`src/rtl/ppss_pkg.sv`:
```
// Package: register map, field layout and types of the port power source select block
package ppss_pkg;
   localparam logic [15:0] PORT2_CFG_ADDR = 16'h3C04;
   localparam logic [15:0] PORT3_CFG_ADDR = 16'h3C08;
   localparam logic [15:0] STATUS_ADDR = 16'h3C10;
   localparam int COMBINED_BIT = 7;
   localparam int DISABLED_BIT = 5;
   localparam int NONREM_BIT = 4;
   localparam logic [7:0] CFG_WMASK = 8'hBF;
   localparam logic [7:0] CFG_RESET = 8'h00;
   localparam logic [3:0] SEL_OFF = 4'h0;
   localparam logic [3:0] SEL_USB2 = 4'h1;
   localparam logic [3:0] SEL_USB3 = 4'h2;
   localparam logic [3:0] SEL_EITHER = 4'h3;
   localparam logic [3:0] SEL_GPIO = 4'h4;
   localparam logic [1:0] RESP_OKAY = 2'h0;
   localparam logic [1:0] RESP_SLVERR = 2'h2;

   typedef struct packed {
      logic combined;
      logic disabled;
      logic non_removable_attached;
      logic power_on;
   } ppss_port_type;
endpackage : ppss_pkg

```
`src/rtl/ppss_top.sv`:
```
// Port power source select registers for downstream ports 2 and 3, with AXI4-Lite slave
//
// The implementer's own choice: the AXI4-Lite interface to the registers.
`timescale 1ns/100ps
// Overview of operation
// - Shared-pin bit 7 clear: power enable and over-current use separate pins.
// - Shared-pin bit set: power enable and over-current sense share one pin.
// - Bit 5 marks the port permanently disabled; hub treats it unusable.
// - Bit 4 reports a permanently attached non-removable device.
// - Source select 0000b keeps port power off.
// - Source select 0001b: power follows USB2 port power state.
// - Source select 0010b: power follows USB3 port power state.
// - Source select 0011b: power on if USB2 or USB3 state on.
// - Source select 0100b: power follows designated general-purpose pin.
// - Port 3 register has same four-bit source select field.
module ppss_top
   import ppss_pkg::*;
(
   input wire logic i_clk,
   input wire logic i_nrst,
   input wire logic [15:0] i_awaddr,
   input wire logic i_awvalid,
   output logic o_awready,
   input wire logic [31:0] i_wdata,
   input wire logic [3:0] i_wstrb,
   input wire logic i_wvalid,
   output logic o_wready,
   output logic [1:0] o_bresp,
   output logic o_bvalid,
   input wire logic i_bready,
   input wire logic [15:0] i_araddr,
   input wire logic i_arvalid,
   output logic o_arready,
   output logic [31:0] o_rdata,
   output logic [1:0] o_rresp,
   output logic o_rvalid,
   input wire logic i_rready,
   input wire logic [1:0] i_usb2_power,
   input wire logic [1:0] i_usb3_power,
   input wire logic [1:0] i_gpio_power,
   output ppss_port_type o_port2,
   output ppss_port_type o_port3
);

   // Select decode shared by both ports; reserved codes fall to off
   function automatic logic power_from_sel(input logic [3:0] sel, input logic u2, input logic u3,
                                           input logic gp);
      logic on;
      on = 1'b0;
      case (sel)
         SEL_USB2: on = u2;
         SEL_USB3: on = u3;
         SEL_EITHER: on = u2 | u3;
         SEL_GPIO: on = gp;
         default: on = 1'b0;
      endcase
      return on;
   endfunction : power_from_sel

   ////////////////////////////////////////////////////////////////////////////////////////////////
   logic [1:0] usb2_meta, usb2_sync, usb3_meta, usb3_sync, gpio_meta, gpio_sync;
   always_ff @(posedge i_clk) begin
      if (!i_nrst) begin
         usb2_meta <= 2'h0;
         usb2_sync <= 2'h0;
         usb3_meta <= 2'h0;
         usb3_sync <= 2'h0;
         gpio_meta <= 2'h0;
         gpio_sync <= 2'h0;
      end else begin
         usb2_meta <= i_usb2_power;
         usb2_sync <= usb2_meta;
         usb3_meta <= i_usb3_power;
         usb3_sync <= usb3_meta;
         gpio_meta <= i_gpio_power;
         gpio_sync <= gpio_meta;
      end
   end

   ////////////////////////////////////////////////////////////////////////////////////////////////
   // Write path: address and data may arrive in either order
   logic [15:0] aw_addr;
   logic aw_held, w_held;
   logic [7:0] w_byte;
   logic w_lane0;
   logic [7:0] port2_power_source_config, port3_power_source_config;

   wire aw_take = i_awvalid & o_awready;
   wire w_take = i_wvalid & o_wready;
   wire aw_have = aw_held | aw_take;
   wire w_have = w_held | w_take;
   wire [15:0] wr_addr = aw_held ? aw_addr : i_awaddr;
   wire [7:0] wr_byte = w_held ? w_byte : i_wdata[7:0];
   wire wr_lane0 = w_held ? w_lane0 : i_wstrb[0];
   wire wr_fire = aw_have & w_have & ~o_bvalid;
   wire wr_p2 = (wr_addr == PORT2_CFG_ADDR);
   wire wr_p3 = (wr_addr == PORT3_CFG_ADDR);
   wire wr_hit = wr_p2 | wr_p3 | (wr_addr == STATUS_ADDR);
   // Bit 6 is reserved and read-only zero
   wire [7:0] next_p2 = wr_fire & wr_p2 & wr_lane0 ? (wr_byte & CFG_WMASK) : port2_power_source_config;
   wire [7:0] next_p3 = wr_fire & wr_p3 & wr_lane0 ? (wr_byte & CFG_WMASK) : port3_power_source_config;

   always_ff @(posedge i_clk) begin
      if (!i_nrst) begin
         o_awready <= 1'b0;
         o_wready <= 1'b0;
         aw_held <= 1'b0;
         w_held <= 1'b0;
         aw_addr <= 16'h0000;
         w_byte <= 8'h00;
         w_lane0 <= 1'b0;
         o_bvalid <= 1'b0;
         o_bresp <= RESP_OKAY;
      end else begin
         o_awready <= ~aw_have & ~o_bvalid & ~wr_fire;
         o_wready <= ~w_have & ~o_bvalid & ~wr_fire;
         if (aw_take) begin
            aw_addr <= i_awaddr;
         end
         if (w_take) begin
            w_byte <= i_wdata[7:0];
            w_lane0 <= i_wstrb[0];
         end
         aw_held <= aw_have & ~wr_fire;
         w_held <= w_have & ~wr_fire;
         if (wr_fire) begin
            o_bvalid <= 1'b1;
            o_bresp <= wr_hit ? RESP_OKAY : RESP_SLVERR;
         end else if (i_bready) begin
            o_bvalid <= 1'b0;
         end
      end
   end

   // Values are meant to be loaded once at configuration; runtime writes take effect at once
   always_ff @(posedge i_clk) begin
      if (!i_nrst) begin
         port2_power_source_config <= CFG_RESET;
         port3_power_source_config <= CFG_RESET;
      end else begin
         port2_power_source_config <= next_p2;
         port3_power_source_config <= next_p3;
      end
   end

   ////////////////////////////////////////////////////////////////////////////////////////////////
   // Read path; status word shows the live port outputs
   wire [31:0] status_word = {24'h000000, o_port3, o_port2};
   wire ar_take = i_arvalid & o_arready;
   wire [31:0] rd_mux = (i_araddr == PORT2_CFG_ADDR) ? {24'h000000, port2_power_source_config} :
                        (i_araddr == PORT3_CFG_ADDR) ? {24'h000000, port3_power_source_config} :
                        (i_araddr == STATUS_ADDR) ? status_word : 32'h00000000;
   wire rd_hit = (i_araddr == PORT2_CFG_ADDR) | (i_araddr == PORT3_CFG_ADDR) | (i_araddr == STATUS_ADDR);

   always_ff @(posedge i_clk) begin
      if (!i_nrst) begin
         o_arready <= 1'b0;
         o_rvalid <= 1'b0;
         o_rdata <= 32'h00000000;
         o_rresp <= RESP_OKAY;
      end else begin
         o_arready <= ~o_rvalid & ~ar_take;
         if (ar_take) begin
            o_rvalid <= 1'b1;
            o_rdata <= rd_mux;
            o_rresp <= rd_hit ? RESP_OKAY : RESP_SLVERR;
         end else if (i_rready) begin
            o_rvalid <= 1'b0;
         end
      end
   end

   ////////////////////////////////////////////////////////////////////////////////////////////////
   // Port outputs; a disabled port never gets power
   wire p2_on = power_from_sel(port2_power_source_config[3:0], usb2_sync[0], usb3_sync[0], gpio_sync[0]);
   wire p3_on = power_from_sel(port3_power_source_config[3:0], usb2_sync[1], usb3_sync[1], gpio_sync[1]);
   ppss_port_type next_port2, next_port3;
   assign next_port2 = '{combined: port2_power_source_config[COMBINED_BIT],
                         disabled: port2_power_source_config[DISABLED_BIT],
                         non_removable_attached: port2_power_source_config[NONREM_BIT],
                         power_on: p2_on & ~port2_power_source_config[DISABLED_BIT]};
   assign next_port3 = '{combined: port3_power_source_config[COMBINED_BIT],
                         disabled: port3_power_source_config[DISABLED_BIT],
                         non_removable_attached: port3_power_source_config[NONREM_BIT],
                         power_on: p3_on & ~port3_power_source_config[DISABLED_BIT]};

   always_ff @(posedge i_clk) begin
      if (!i_nrst) begin
         o_port2 <= '0;
         o_port3 <= '0;
      end else begin
         o_port2 <= next_port2;
         o_port3 <= next_port3;
      end
   end
endmodule : ppss_top

```
`config.mk`:
```
export PLATFORM = sky130hd
export DESIGN_NAME = ppss_top
export DESIGN_NICKNAME = d
export VERILOG_FILES = /design/src/rtl/ppss_pkg.sv /design/src/rtl/ppss_top.sv
export SDC_FILE = /design/constraint.sdc
export NUM_CORES = 1
export LEC_CHECK = 0
export BUFFER_PORTS_ARGS = -buffer_cell sky130_fd_sc_hd__clkbuf_2
export CAP_MARGIN = 20
export CORE_ASPECT_RATIO = 0.5
export CORE_MARGIN = 2
export CORE_UTILIZATION = 40
export CTS_CLUSTER_SIZE = 16
export DETAILED_ROUTE_END_ITERATION = 10
export PLACE_DENSITY = 0.68
export SYNTH_ARGS = -nofsm -noshare
export SYNTH_HDL_FRONTEND = slang
export SYNTH_SLANG_ARGS = --single-unit
```
`constraint.sdc`:
```
create_clock -name i_clk -period 2.2 [get_ports i_clk]
set_clock_uncertainty 0.1 [all_clocks]
set_input_delay 0.44 -clock i_clk [delete_from_list [all_inputs] [get_ports i_clk]]
set_output_delay 0.44 -clock i_clk [all_outputs]
set_load 0.02 [all_outputs]
```
==> Yosys cells after proc, flatten, opt, wreduce, memory -nomap -nowiden <==
Index checks and enable logic that the tools add are counted.
{ "word_totals": {"register_bits": 102, "in_bits": 81, "out_inout_bits": 49, "word_cells": 93} }
{ "op_classes": {"n_eq_ne": 14, "mux": 14, "bitwise": 34, "n_reduce_logical": 2} }
{ "ops": {"columns": ["operator", "n"], "rows": [
  ["== test 16 x 14 -> 1 bit, second input constant", 6],
  ["2-to-1 mux 8 bit", 4],
  ["AND 1 bit", 18],
  ["== test 4 x 2 -> 1 bit, second input constant", 4],
  ["2-to-1 mux 16 bit", 1],
  ["== test 4 x 1 -> 1 bit, second input constant", 2],
  ["== test 4 x 3 -> 1 bit, second input constant", 2],
  ["inverter 1 bit", 8],
  ["OR 1 bit", 8],
  ["case mux 1 bit (4 select lines)", 2],
  ["2-to-1 mux 1 bit", 5],
  ["2-to-1 mux 2 bit", 2],
  ["nonzero test 2 bit", 2]
]} }

==> Depth between registers and ports, before layout <==
{ "depth": {"word_depth": 6, "ltp_mapped": 7, "ltp_nobuf": 5} }

==> Least setup slack after synthesis <==
No wires, ideal clock.
{ "synth_path": {"kind": "input -> register", "startpoint": "in i_awaddr[0]", "endpoint": "reg port3_power_source_config[1]", "setup_ns": 0.072, "arrival_time_ns": 1.858, "required_ns": 2.028, "path_slack_ns": 0.170, "stages": 6, "n_path_buf": 1, "cell_sequence": "or4_1 > nor2_1 > o221ai_2 > nor4b_2 > buf_6 > mux2i_1"} }
{ "synth_via": {"elab_chain_cells": 4} }
{ "synth_lines": {"columns": ["item", "line", "text"], "rows": [
  ["start, declared", "ppss_top.sv:21", "input wire logic [15:0] i_awaddr,"],
  ["2-to-1 mux 16 bit", "ppss_top.sv:92", "wire [15:0] wr_addr = aw_held ? aw_addr : i_awaddr;"],
  ["== test 16 x 14 -> 1 bit", "ppss_top.sv:97", "wire wr_p3 = (wr_addr == PORT3_CFG_ADDR);"],
  ["AND 1 bit (2 in series)", "ppss_top.sv:101", "wire [7:0] next_p3 = wr_fire & wr_p3 & wr_lane0 ? (wr_byte & CFG_WMASK) : port3_power_source_config;"],
  ["end signal, assigned", "ppss_top.sv:142", "port3_power_source_config <= next_p3;"],
  ["end, declared", "ppss_top.sv:86", "logic [7:0] port2_power_source_config, port3_power_source_config;"]
]} }
No other way between the ends.
A chain may end at the register's enable or synchronous reset.

==> Final worst setup path <==
{ "layout_path": {"startpoint": "reg aw_addr[0]", "endpoint": "reg port3_power_source_config[2]"} }
{ "layout_via": {"elab_chain_cells": 4} }
{ "layout_lines": {"columns": ["item", "line", "text"], "rows": [
  ["start, declared", "ppss_top.sv:82", "logic [15:0] aw_addr;"],
  ["start signal, assigned", "ppss_top.sv:118", "aw_addr <= i_awaddr;"],
  ["2-to-1 mux 16 bit", "ppss_top.sv:92", null],
  ["== test 16 x 14 -> 1 bit", "ppss_top.sv:97", null],
  ["AND 1 bit (2 in series)", "ppss_top.sv:101", null]
]} }
No other way between the ends.

==> reports/metrics.cfg <==
[die]
die_y_microns=68.26
initial_utilization=0.4129
dieArea_sq_um=9045
die_w_microns=132.5
coreArea_sq_um=8000
io_pins=130
row_count=23

[setup_path]
regToRegSetupSlack_ns=0.16
cp.arrival_ns=2.20
critical_path.startpoint=aw_addr[0]
critPathRequiredTime_ns=2.36
rr_worst_depth=6
cp_max_fo=7
critical_path_class=reg2reg
cp-start-kind=flip-flop
r2r_start=aw_addr[0]
r2r_end=port3_power_source_config[2]
endpoint_kind=flip-flop

[timing]
period_share=0.9267
fin_hold_ws_ns=0.2025
hold_viol_final=0
slew_headroom=0.6303
max_freq_ghz=0.4905
drv_slew=0
finalSetupViolations=0
period_minus_slack_ns=2.039
rsz0062_at_grt=false
tightest_slew_ns=0.5546

[power_and_ir_drop]
internal_power_mw=2.670
p_sw_mw=0.8224
switching_share=0.2355
power.leakage_nw=1.723
seq_power_share=0.413
vdd_drop_max_v=0.0003848
comb_power_share=0.099
power_density_nw_per_um2=849.3
clkPwrFrac=0.488
power_mw=3.493

[global_route]
met1_usage=0.1845
grt.total_usage=0.1560
grt_pass1_vias=2394
met3_usage=0.05037
grt_max_degree=77
met2_usage=0.2636
grt_busiest_layer=met2
grt_pass1_wl_mm=10.95
antenna_found_initial=0
overflow=0

[cts]
cts_hold_buf=0
cts_sinks=75
cts_buffers=9
path_clk_slew_ns=0.06
cts_resized=0
htreeDepth=3
post-cts-setup-buffers=0
worstSkewPairLatency_ns=0.34
cts_buffer_depth=2
root_buffer=clkbuf_16
cts_tree=built

[cells_and_area]
ff_latch_area_sq_um=1501
multi_input_area_sq_um=1594
nNetsFinal=526
num-fill-cells=768
final_cell_mix=75 x dfxtp_1, 75 x clkbuf_2, 71 x nand2_1
synthToLayoutAreaGrowth_pct=24.51
drive_gt1_frac=0.2733
n_antenna_cell=0
finalInstanceArea_sq_um=4113

[yosys]
synth_seq_cells=75
synth-edff-count=0
yosys-top-cells-area=dfxtp_1 45%, nand2_1 8.1%, a21boi_0 5.9%
synth_top_flop_cell=dfxtp_1
synth_area_leader_cell=dfxtp_1
synth.avg_cell_area_sq_um=9.075
ys_types=47
syn_area_sq_um=3303
yosys_warnings=0
ys_async_sr_fraction=0
synth.top_cell.area_share=0.4545
syn_inst=364
yosysSeqAreaShare=0.4545

[detailed_routing]
drt_pass1_iterations=5
drt-initial-drc-count=153
vias_per_cell=4.662
wire_per_inst_microns=12.16
routed_wl_mm=6.832
drc=0
ant_nets=0
vias=2620

[hold_path]
min_to=usb3_meta[0]
min_path_cells=2
holdCritStartpoint=i_usb3_power[0]
hp-class=in2reg

[run]
cap_viol_max_count=0

[outcome]
status=complete, no violations

[placed_design]
placed_area_sq_um=3764
globalplace.congestion=0.7500
port_buffers=75
dpl.hpwl_mm=4.838

==> registers in the layout (all words and copies together), names as in the netlist <==
signal                     cells
aw_addr                       16
o_rdata                        8
port2_power_source_config      7
port3_power_source_config      7
w_byte                         7
o_port2                        4
o_port3                        4
gpio_meta                      2
gpio_sync                      2
usb2_meta                      2
usb2_sync                      2
usb3_meta                      2
usb3_sync                      2
aw_held                        1
o_arready                      1
o_awready                      1
o_bresp                        1
o_bvalid                       1
o_rresp                        1
o_rvalid                       1
o_wready                       1
w_held                         1
w_lane0                        1
==> synthesized netlist by cell type, types with 8 or more instances <==
library cell,count
buf_4,26
dfxtp_1,75
nand2_1,71
a22oi_1,9
o21ai_0,12
a21oi_1,15
a21boi_0,26
and2_1,16
nand3_1,10
clkbuf_1,11
mux2i_1,16
mux2_2,8
inv_1,8
nor2_1,10
==> worst max-delay path, stage by stage (launching register included) <==
cell and delay, ns:
dfxtp_1 0.32, or4_4 0.53, o21ai_2 0.13, o221ai_2 0.12, nor4b_2 0.33, buf_4 0.24
mux2i_1 0.19
==> cell families (layout without fill, tap and decap cells) <==
kind of cell,after synthesis,in the layout,synth area share
AND/OR/NAND/NOR,139,139,0.2239
XOR/XNOR,2,2,0.005304
multiplexers,24,24,0.07576
buffers and inverters,51,112,0.09129
other,1,26,0.001135
flip-flops,75,75,0.4545
AO/OA/AOI/OAI,72,72,0.1481
==> layer usage <==
layer / wire [microns] / vias up
met5: 0 / -
met3: 440 / 10
met2: 3051 / 83
met4: 98 / 0
met1: 3241 / 1162
li1: - / 1365
==> power groups by stage <==
stage | clock (mW) | sequential (mW) | combinational (mW)
6_report | 1.70 | 1.44 | 0.344
2_1_floorplan | 0 | 1.49 | 0.247
3_5_place_dp | 0 | 1.47 | 0.345
3_3_place_gp | 0 | 1.47 | 0.342
4_1_cts | 1.74 | 1.44 | 0.348
5_1_grt | 1.79 | 1.45 | 0.382
==> worst max-delay path by stage <==
stage / slack (ns) / end
finish: 0.16 / port3_power_source_config[2]
global route: 0.008 / port3_power_source_config[7]
CTS: 0.14 / port3_power_source_config[2]
detailed placement: -0.12 / port3_power_source_config[2]
global placement: -0.10 / port3_power_source_config[7]
floorplan: 0.17 / port3_power_source_config[1]
==> stage by stage <==
step | utilization | setup WS [ns] | setup TNS [ns] | std cells
3_5_place_dp | 0.4704 | -0.1221 | -1.025 | 546
6_report | 0.5141 | 0.1613 | 0 | 562
5_1_grt | 0.5141 | 0.008240 | 0 | 562
2_1_floorplan | - | 0.1704 | 0 | 389
4_1_cts | 0.5141 | 0.1386 | 0 | 562
3_3_place_gp | 0.4704 | -0.1046 | -0.8562 | 546
==> cell type report <==
| type | count | share of cell area |
|---|---|---|
| clock buffers | 9 | 0.05476 |
| clock inverters | 7 | 0.03012 |
| inverters | 8 | 0.007301 |
| multi-input cells | 263 | 0.3876 |
| flip-flops and latches | 75 | 0.3651 |
| well taps | 112 | 0.03407 |
| repair buffers | 88 | 0.1211 |
Note: power is estimated with default switching activity, not from simulation.
